### src/pit_pkg.sv
// Purpose: shared constants of the periodic interrupt timer block
// Assumes: registers sit in byte lane 0 of a 32-bit classic Wishbone word
// Notes:   offsets, field positions, reset values and counts live here only
package pit_pkg;

  // ==========================================================================
  // register byte offsets
  localparam logic [7:0] PIT_OFS_DRIVE    = 8'h00; // port b drive control
  localparam logic [7:0] PIT_OFS_KBEN     = 8'h04; // keyboard enable register
  localparam logic [7:0] PIT_OFS_KBSC     = 8'h08; // keyboard status control
  localparam logic [7:0] PIT_OFS_IRQ_STAT = 8'h0c; // sticky event status
  localparam logic [7:0] PIT_OFS_IRQ_MASK = 8'h10; // event mask

  // ==========================================================================
  // field positions
  localparam int PIT_DRV_CLKSEL_LSB = 0;  // periodic_clock_select [1:0]
  localparam int PIT_DRV_HD_LSB     = 2;  // high current drive enables [5:2]
  localparam int PIT_DRV_PEND_BIT   = 7;  // periodic_pending_latch, read only
  localparam int PIT_KBEN_EN_LSB    = 0;  // keyboard_input_enables [3:0]
  localparam int PIT_KBEN_PER_LSB   = 4;  // periodic_period_select [6:4]
  localparam int PIT_KBSC_MODE_BIT  = 0;  // keyboard_sensitivity
  localparam int PIT_KBSC_MASK_BIT  = 1;  // keyboard_interrupt_mask
  localparam int PIT_KBSC_ACK_BIT   = 2;  // keyboard_acknowledge, write only
  localparam int PIT_KBSC_FLAG_BIT  = 3;  // keyboard_flag, read only
  localparam int PIT_IRQ_PER_BIT    = 0;  // periodic request event
  localparam int PIT_IRQ_KBD_BIT    = 1;  // keyboard request event

  // ==========================================================================
  // widths
  localparam int PIT_NUM_KEYS = 4;
  localparam int PIT_NUM_SRC  = 3;
  localparam int PIT_IRQ_W    = 2;
  localparam int PIT_CNT_W    = 15;

  // ==========================================================================
  // reset values
  localparam logic [1:0]           PIT_RST_CLKSEL   = 2'h0;
  localparam logic [3:0]           PIT_RST_HD       = 4'h0;
  localparam logic [3:0]           PIT_RST_KBEN     = 4'h0;
  localparam logic [2:0]           PIT_RST_PERIOD   = 3'h0;
  localparam logic                 PIT_RST_MODE     = 1'b0;
  localparam logic                 PIT_RST_MASK     = 1'b0;
  localparam logic [PIT_IRQ_W-1:0] PIT_RST_IRQ_MASK = 2'h0;

  // ==========================================================================
  // clock source codes and period base
  localparam logic [1:0]  PIT_SRC_RC     = 2'h0; // internal rc clock
  localparam logic [1:0]  PIT_SRC_EXT    = 2'h1; // external clock pin
  localparam logic [1:0]  PIT_SRC_XTAL   = 2'h2; // crystal reference clock
  localparam logic [15:0] PIT_PERIOD_BASE = 16'h0200; // 512 counts at code 001

endpackage : pit_pkg

### src/pit_periodic_timer.sv
// Purpose: periodic interrupt timer with keyboard interrupt routing
// Assumes: clock source and key pins sampled on CLK; sources well below CLK/2
// Notes:   registers sit in byte lane 0 of a classic Wishbone slave
`timescale 1ns/10ps

// Contract
// - request raised when counter reaches selected period
// - two-bit select picks rc, external, crystal clock
// - period code zero disables; else 512 to 32768
// - read-only pending latch shows awaiting request
// - request routed through keyboard logic, not directly; the code also feeds it straight to IRQ through event bit 0
// - acknowledge write clears pending and keyboard request
// - counting continues in wait and stop
// - sensitivity bit: edge and level, or edge
module pit_periodic_timer (
  // clock and reset
  input  wire logic                                  CLK,
  input  wire logic                                  RST_N,
  // wishbone slave
  input  wire logic                                  WB_CYC_I,
  input  wire logic                                  WB_STB_I,
  input  wire logic                                  WB_WE_I,
  input  wire logic [7:0]                            WB_ADR_I,
  input  wire logic [3:0]                            WB_SEL_I,
  input  wire logic [31:0]                           WB_DAT_I,
  output logic      [31:0]                           WB_DAT_O,
  output logic                                       WB_ACK_O,
  // periodic clock sources
  input  wire logic                                  RC_CLK,
  input  wire logic                                  EXT_CLK,
  input  wire logic                                  XTAL_CLK,
  // keyboard pins, active low
  input  wire logic [pit_pkg::PIT_NUM_KEYS-1:0]      KEY_N,
  // interrupts and status
  output logic                                       KBD_IRQ,
  output logic                                       IRQ,
  output logic                                       PENDING,
  output logic      [3:0]                            HIGH_DRIVE
);
  import pit_pkg::*;

  // ==========================================================================
  // state
  typedef struct packed {
    logic                 ack;
    logic [31:0]          rdata;
    logic [1:0]           clksel;
    logic [3:0]           hdrive;
    logic [3:0]           kben;
    logic [2:0]           period;
    logic                 mode;
    logic                 mask;
    logic [PIT_CNT_W-1:0] count;
    logic                 pending;
    logic                 hit;
    logic [PIT_IRQ_W-1:0] irq_stat;
    logic [PIT_IRQ_W-1:0] irq_mask;
    logic                 irq;
  } pit_state_t;

  pit_state_t st;
  pit_state_t next_st;

  // ==========================================================================
  // synchronised inputs
  localparam int NUM_IN = PIT_NUM_SRC + PIT_NUM_KEYS;

  logic [NUM_IN-1:0]       raw_in;
  logic [NUM_IN-1:0]       in_level;
  logic [NUM_IN-1:0]       in_rise;
  logic [NUM_IN-1:0]       in_fall;
  logic [PIT_NUM_KEYS-1:0] key_low;
  logic [PIT_NUM_KEYS-1:0] key_fall;

  // bus and decode helpers
  logic                    access;
  logic                    commit;
  logic                    wr;
  logic                    rd;
  logic                    ack_pulse;
  logic [31:0]             rd_word;
  logic                    src_tick;
  logic [15:0]             last;
  logic [PIT_IRQ_W-1:0]    events;
  logic [PIT_IRQ_W-1:0]    stat_clr;

  // keyboard unit results
  logic                    kbd_flag;
  logic                    kbd_irq_req;
  logic                    kbd_set_evt;

  // sources in the low bits, keys above them
  assign raw_in = {KEY_N, XTAL_CLK, EXT_CLK, RC_CLK};

  // ==========================================================================
  // one synchroniser per clock source and per key pin
  genvar gi;
  generate
    for (gi = 0; gi < NUM_IN; gi = gi + 1) begin : g_sync
      pit_sync_edge u_sync (
        .clk   (CLK),
        .rst_n (RST_N),
        .din   (raw_in[gi]),
        .level (in_level[gi]),
        .rise  (in_rise[gi]),
        .fall  (in_fall[gi])
      );
    end
  endgenerate

  // keys are active low: a falling pin is a new request
  assign key_low  = ~in_level[NUM_IN-1:PIT_NUM_SRC];
  assign key_fall = in_fall[NUM_IN-1:PIT_NUM_SRC];

  // ==========================================================================
  // keyboard interrupt logic, fed by the pending latch as an internal key
  pit_kbd_unit u_kbd (
    .clk       (CLK),
    .rst_n     (RST_N),
    .key_low   (key_low),
    .key_fall  (key_fall),
    .key_en    (st.kben),
    .sense     (st.mode),
    .mask      (st.mask),
    .ack       (ack_pulse),
    .per_hit   (st.hit),
    .per_level (next_st.pending),
    .flag      (kbd_flag),
    .irq_req   (kbd_irq_req),
    .set_evt   (kbd_set_evt)
  );

  // ==========================================================================
  // register read multiplexer
  always_comb begin
    rd_word = 32'h0000_0000;
    case (WB_ADR_I)
      PIT_OFS_DRIVE: begin
        rd_word[PIT_DRV_CLKSEL_LSB +: 2] = st.clksel;
        rd_word[PIT_DRV_HD_LSB +: 4]     = st.hdrive;
        rd_word[PIT_DRV_PEND_BIT]        = st.pending;
      end
      PIT_OFS_KBEN: begin
        rd_word[PIT_KBEN_EN_LSB +: 4]  = st.kben;
        rd_word[PIT_KBEN_PER_LSB +: 3] = st.period;
      end
      PIT_OFS_KBSC: begin
        rd_word[PIT_KBSC_MODE_BIT] = st.mode;
        rd_word[PIT_KBSC_MASK_BIT] = st.mask;
        rd_word[PIT_KBSC_ACK_BIT]  = 1'b0;
        rd_word[PIT_KBSC_FLAG_BIT] = kbd_flag;
      end
      PIT_OFS_IRQ_STAT: begin
        rd_word[PIT_IRQ_W-1:0] = st.irq_stat;
      end
      PIT_OFS_IRQ_MASK: begin
        rd_word[PIT_IRQ_W-1:0] = st.irq_mask;
      end
      default: begin
        rd_word = 32'h0000_0000;
      end
    endcase
  end

  // ==========================================================================
  // next-state logic: bus, registers, counter, pending latch, interrupts
  always_comb begin
    next_st   = st;

    // bus handshake: ack one cycle after the request, dropped the next
    access    = WB_CYC_I & WB_STB_I;
    commit    = access & st.ack;
    wr        = commit & WB_WE_I & WB_SEL_I[0];
    rd        = commit & ~WB_WE_I;
    next_st.ack = access & ~st.ack;
    // read data stands only with ack, zero in every other cycle
    next_st.rdata = (access && !st.ack) ? rd_word : 32'h0000_0000;

    // acknowledge is a strobe only, never stored
    ack_pulse = wr && (WB_ADR_I == PIT_OFS_KBSC) && WB_DAT_I[PIT_KBSC_ACK_BIT];

    // register writes take effect at the edge that sees ack high
    if (wr) begin
      case (WB_ADR_I)
        PIT_OFS_DRIVE: begin
          next_st.clksel = WB_DAT_I[PIT_DRV_CLKSEL_LSB +: 2];
          next_st.hdrive = WB_DAT_I[PIT_DRV_HD_LSB +: 4];
        end
        PIT_OFS_KBEN: begin
          next_st.kben   = WB_DAT_I[PIT_KBEN_EN_LSB +: 4];
          next_st.period = WB_DAT_I[PIT_KBEN_PER_LSB +: 3];
        end
        PIT_OFS_KBSC: begin
          next_st.mode = WB_DAT_I[PIT_KBSC_MODE_BIT];
          next_st.mask = WB_DAT_I[PIT_KBSC_MASK_BIT];
        end
        PIT_OFS_IRQ_MASK: begin
          next_st.irq_mask = WB_DAT_I[PIT_IRQ_W-1:0];
        end
        default: begin
          next_st.irq_mask = st.irq_mask;
        end
      endcase
    end

    // clock source pick; reserved code yields no ticks
    case (st.clksel)
      PIT_SRC_RC:   src_tick = in_rise[0];
      PIT_SRC_EXT:  src_tick = in_rise[1];
      PIT_SRC_XTAL: src_tick = in_rise[2];
      default:      src_tick = 1'b0;
    endcase

    // terminal count for the chosen period, 512 doubling up to 32768
    last = (PIT_PERIOD_BASE << (st.period - 3'h1)) - 16'h0001;

    // counter: no low-power gating, it runs whenever its source ticks and the period code is not zero
    next_st.hit = 1'b0;
    if (st.period == 3'h0) begin
      next_st.count = '0;
    end else if (src_tick) begin
      if (st.count == last[PIT_CNT_W-1:0]) begin
        next_st.count = '0;
        next_st.hit   = 1'b1;
      end else begin
        next_st.count = st.count + 15'h0001;
      end
    end

    // pending latch: a new period beats a simultaneous acknowledge
    next_st.pending = next_st.hit | (st.pending & ~ack_pulse);

    // sticky event bits, cleared by reading them; a new event wins
    events   = '0;
    events[PIT_IRQ_PER_BIT] = st.hit;
    events[PIT_IRQ_KBD_BIT] = kbd_set_evt;
    stat_clr = (rd && (WB_ADR_I == PIT_OFS_IRQ_STAT)) ? st.irq_stat : '0;
    next_st.irq_stat = (st.irq_stat & ~stat_clr) | events;
    next_st.irq      = |(next_st.irq_stat & next_st.irq_mask);
  end

  // ==========================================================================
  // state register
  always_ff @(posedge CLK or negedge RST_N) begin
    if (!RST_N) begin
      st          <= '0;
      st.clksel   <= PIT_RST_CLKSEL;
      st.hdrive   <= PIT_RST_HD;
      st.kben     <= PIT_RST_KBEN;
      st.period   <= PIT_RST_PERIOD;
      st.mode     <= PIT_RST_MODE;
      st.mask     <= PIT_RST_MASK;
      st.irq_mask <= PIT_RST_IRQ_MASK;
    end else begin
      st <= next_st;
    end
  end

  // ==========================================================================
  // outputs, all straight from flops
  assign WB_DAT_O   = st.rdata;
  assign WB_ACK_O   = st.ack;
  assign PENDING    = st.pending;
  assign HIGH_DRIVE = st.hdrive;
  assign IRQ        = st.irq;
  assign KBD_IRQ    = kbd_irq_req;

endmodule : pit_periodic_timer

### src/pit_sync_edge.sv
// Purpose: two-flop synchroniser with edge detection for one input
// Assumes: input may change at any time relative to CLK
// Notes:   the first flop feeds only the second flop
`timescale 1ns/10ps
module pit_sync_edge (
  // clock and reset
  input  wire logic clk,
  input  wire logic rst_n,
  // input and its synchronised views
  input  wire logic din,
  output logic      level,
  output logic      rise,
  output logic      fall
);

  typedef struct packed {
    logic s1;
    logic s2;
    logic s3;
  } pit_sync_t;

  pit_sync_t st;
  pit_sync_t next_st;

  // ==========================================================================
  // shift chain
  always_comb begin
    next_st    = st;
    next_st.s1 = din;
    next_st.s2 = st.s1;
    next_st.s3 = st.s2;
  end

  always_ff @(posedge clk or negedge rst_n) begin
    if (!rst_n) begin
      st <= '0;
    end else begin
      st <= next_st;
    end
  end

  // edges seen only past the second flop
  assign level = st.s2;
  assign rise  = st.s2 & ~st.s3;
  assign fall  = ~st.s2 & st.s3;

endmodule : pit_sync_edge

### src/pit_kbd_unit.sv
// Purpose: keyboard interrupt request logic shared with the periodic request
// Assumes: key levels and edges arrive already synchronised
// Notes:   the periodic request acts as one more internal key
`timescale 1ns/10ps
module pit_kbd_unit (
  // clock and reset
  input  wire logic                      clk,
  input  wire logic                      rst_n,
  // key inputs
  input  wire logic [pit_pkg::PIT_NUM_KEYS-1:0] key_low,
  input  wire logic [pit_pkg::PIT_NUM_KEYS-1:0] key_fall,
  input  wire logic [pit_pkg::PIT_NUM_KEYS-1:0] key_en,
  // control
  input  wire logic                      sense,
  input  wire logic                      mask,
  input  wire logic                      ack,
  // periodic request
  input  wire logic                      per_hit,
  input  wire logic                      per_level,
  // results
  output logic                           flag,
  output logic                           irq_req,
  output logic                           set_evt
);
  import pit_pkg::*;

  typedef struct packed {
    logic flag;
    logic irq_req;
    logic set_evt;
  } pit_kbd_t;

  pit_kbd_t st;
  pit_kbd_t next_st;
  logic     edge_set;
  logic     level_hold;

  // ==========================================================================
  // request flag: edge sets, level holds when sensitivity is edge and level
  always_comb begin
    next_st         = st;
    edge_set        = (|(key_fall & key_en)) | per_hit;
    level_hold      = sense & ((|(key_low & key_en)) | per_level);
    next_st.set_evt = edge_set;
    next_st.flag    = edge_set | level_hold | (st.flag & ~ack);
    next_st.irq_req = next_st.flag & ~mask;
  end

  always_ff @(posedge clk or negedge rst_n) begin
    if (!rst_n) begin
      st <= '0;
    end else begin
      st <= next_st;
    end
  end

  assign flag    = st.flag;
  assign irq_req = st.irq_req;
  assign set_evt = st.set_evt;

endmodule : pit_kbd_unit

### config.mk
export PLATFORM = sky130hd
export DESIGN_NAME = pit_periodic_timer
export DESIGN_NICKNAME = d
export VERILOG_FILES = /design/src/pit_pkg.sv /design/src/pit_periodic_timer.sv /design/src/pit_sync_edge.sv /design/src/pit_kbd_unit.sv
export SDC_FILE = /design/constraint.sdc
export NUM_CORES = 1
export LEC_CHECK = 0
export BUFFER_PORTS_ARGS = -buffer_cell sky130_fd_sc_hd__buf_2
export CAP_MARGIN = 20
export CORE_MARGIN = 1
export CORE_UTILIZATION = 52
export DETAILED_ROUTE_END_ITERATION = 8
export GPL_ROUTABILITY_DRIVEN = 1
export GPL_TIMING_DRIVEN = 0
export HOLD_SLACK_MARGIN = 0.03
export PLACE_DENSITY = 0.9
export SYNTH_ARGS = -nofsm -noshare
export SYNTH_HDL_FRONTEND = slang
export SYNTH_SLANG_ARGS = --single-unit
### constraint.sdc
create_clock -name CLK -period 2.9 [get_ports CLK]
set_input_delay 0 -clock CLK [delete_from_list [all_inputs] [get_ports CLK]]
set_output_delay 0 -clock CLK [all_outputs]
set_load 0.02 [all_outputs]
==> metrics <==
cell taking the most area after synthesis dfrtp_1; H-tree depth 3; CTS clk-pin slew, worst paths 0.07 ns; largest net degree at the start of global routing 71; worst-skew pair later-pin latency 0.36 ns; Hold/Removal Path Class in -> reg; Starting DRT DRC Count 155; global placement routability congestion 0.876; sequential share of power 51.3%; setup ws final 0.224 ns; drt first pass iters 5; Residual DRC 0; Combinational Power Share 7.2%; routed wire length 6790 um; P_int 1.48 mW; Vert. Die Dim 81.7 um; power per cell area 472 nW/um^2; Via Count 2497; Main synth FF type dfrtp_1; CTS tree yes; Tmin final 2.68 ns; Core Area 6030 um^2; Layout Utilization 68.4%; Mapped Cells 300; Final ANT Viol Nets 0; number of flops mapped to enable cells by yosys 0; antenna cell count 0; clock share of power 41.4%; hold_ws 0.0998 ns; fin crit share 92.3%; asr flop ratio synth 100%; status complete, no violations; Leak Pwr 2.03 nW; clock root buffer master clkbuf_8; Syn Std Cell Area 3310 um^2; Max Cap Viol 0; post-synthesis sequential area ratio 53.0%; port bufs 43; post-synthesis register bit count 70; Slew headroom 43.1%; IO Pins 96; DR WL/cell 14.2 um; post-synth top area share 53.0%; hold path depth 4; area added between synthesis and finish 24.6%; CP required 3.19 ns; Die Area 6680 um^2; Fin Setup TNS 0 ns; Setup WS pre-CTS 0.135 ns; DPL Wire Length 4520 um; critical path fanouts, max 10; Avg Inst Size Synth 11.0 um^2; Final nets 455; worst clock skew 0.00553 ns; Final Hold Viols 0; total gr overflow 0; Worst-Margin Slew 0.853 ns; Arr. time, crit path 2.96 ns; All-Layer GR Usage 23.2%; vias per cell 5.23; final setup fails 0; first-pass GRT wire length 11300 um; Psw 0.467 mW; initial core utilization 54.9%; vias in the first global route 2452; FP Rows 28; WS Path Type reg -> reg; initial antenna violation count 0; highest clock rate 0.374 GHz; chip width 81.7 um; RSZ-0062 raised after global routing no; number of CTS-inserted buffers 9; Clock Path Buffers 2; Startpoint Class register; top area cells in the synthesized netlist dfrtp_1, buf_4, mux2_2; Num Clock Sinks 70; Non-Filler Instances 477; Reg2Reg Depth 9; synth unique cells 49; Switching Share 24.0%; final max-slew violation count 0; share of cells above drive strength 1 31.1%; Max VDD drop 312 uV; Crit. End Element register; Yosys warning total 0; placed instance count 441
==> cells in the final DEF (no fill, tap or decap), types with 12 or more instances in the layout <==
master,instances
mux2_2,18
dfrtp_1,70
nand3_1,12
dlygate4sd3_1,19
conb_1,24
nor2_1,26
buf_2,42
nand2_1,19
buf_4,39
==> final timing paths <==
| path | start | slack [ns] | to |
|---|---|---|---|
| max in group asynchronous | RST_N | 2.03 | WB_DAT_O[6] |
| worst max register to register | st[24] | 0.22 | u_kbd.irq_req |
| worst min-delay path | WB_ADR_I[5] | 0.1 | WB_DAT_O[0] |
| worst min register to register | g_sync[2].u_sync.next_st[1] | 0.35 | g_sync[2].u_sync.level |
| worst max-delay path | st[24] | 0.22 | u_kbd.irq_req |
| min in group asynchronous | RST_N | 0.29 | g_sync[4].u_sync.next_st[1] |
==> per-layer routing <==
metal	GRT usage [%]	vias up	routed length [um]
met5	0	-	0
met4	12.1	0	194
met3	6.33	21	403
met2	38.8	91	3510
met1	27.0	1202	2680
li1	-	1183	-
==> critical path: stages (launching register included) <==
cell and delay (ns):
dfrtp_1 0.35, buf_6 0.13, or3b_1 0.38, ha_1 0.31
xor2_1 0.14, nand3_1 0.13, a2111oi_4 0.26, o2111ai_4 0.19
or4b_4 0.57, a21oi_2 0.15
==> area by class of cell <==
cell class | count | area, um^2
well taps | 75 | 93.8
multi-input cells | 204 | 1320
repair buffers | 63 | 415
flip-flops and latches | 70 | 1750
inverters | 6 | 22.5
fillers | 450 | 1910
clock inverters | 6 | 68.8
plain buffers | 43 | 315
clock buffers | 10 | 138
==> cells by family after synthesis <==
group	after synthesis	share of synthesized area (%)
other	1	0.113
adders and majority gates	2	0.757
muxes	25	8.25
AOI/OAI and AO/OA	40	8.85
and+or+nand+nor	100	15.4
buffers and inverters	49	10.2
DFF	70	53.0
xor gates and xnor gates	13	3.44
==> what timing repair did <==
item / 4_1_cts / 5_1_grt
hold buffers: 19 / 0
setup endpoints to repair: 0 / 1
setup buffers: 0 / 1
resized for setup: 0 / 1
hold endpoints to repair: 100 / 0
==> flip-flops by register name (all words and copies together) (netlist names) <==
signal and flops:
WB_ACK_O 1, IRQ 1, events 1, g_sync.u_sync.level 7, st 30, u_kbd.flag 1
PENDING 1, WB_DAT_O 8, HIGH_DRIVE 4, g_sync.u_sync.next_st 7, g_sync.u_sync.st 7, u_kbd.set_evt 1
u_kbd.irq_req 1
==> synthesized netlist by cell type, types with 3 or more instances <==
master    number
dfrtp_1       70
buf_4         37
nor2_1        26
nand2_1       19
mux2_2        18
nand3_1       12
a21oi_1       11
xor2_1        11
nand4_1        8
nor3_1         8
mux2i_1        7
o21ai_0        7
inv_1          6
nor2b_1        6
a21o_1         4
and3_1         4
clkbuf_1       4
and2_1         3
==> through the flow <==
stage	instance area, um^2	total power [mW]
6_report	4120	1.95
5_1_grt	4120	2.02
4_1_cts	4100	1.96
3_5_place_dp	3700	1.14
3_3_place_gp	3700	1.13
2_1_floorplan	3390	1.09
==> power by group through the flow <==
stage               combinational (mW)  clock, mW  sequential, mW
floorplan                       0.0715          0            1.02
global placement                 0.117          0            1.02
detailed placement               0.120          0            1.02
CTS                              0.140      0.822           0.999
global route                     0.157      0.859            1.00
finish                           0.141      0.806           0.999
No activity file was read; power rests on OpenSTA's default activity.
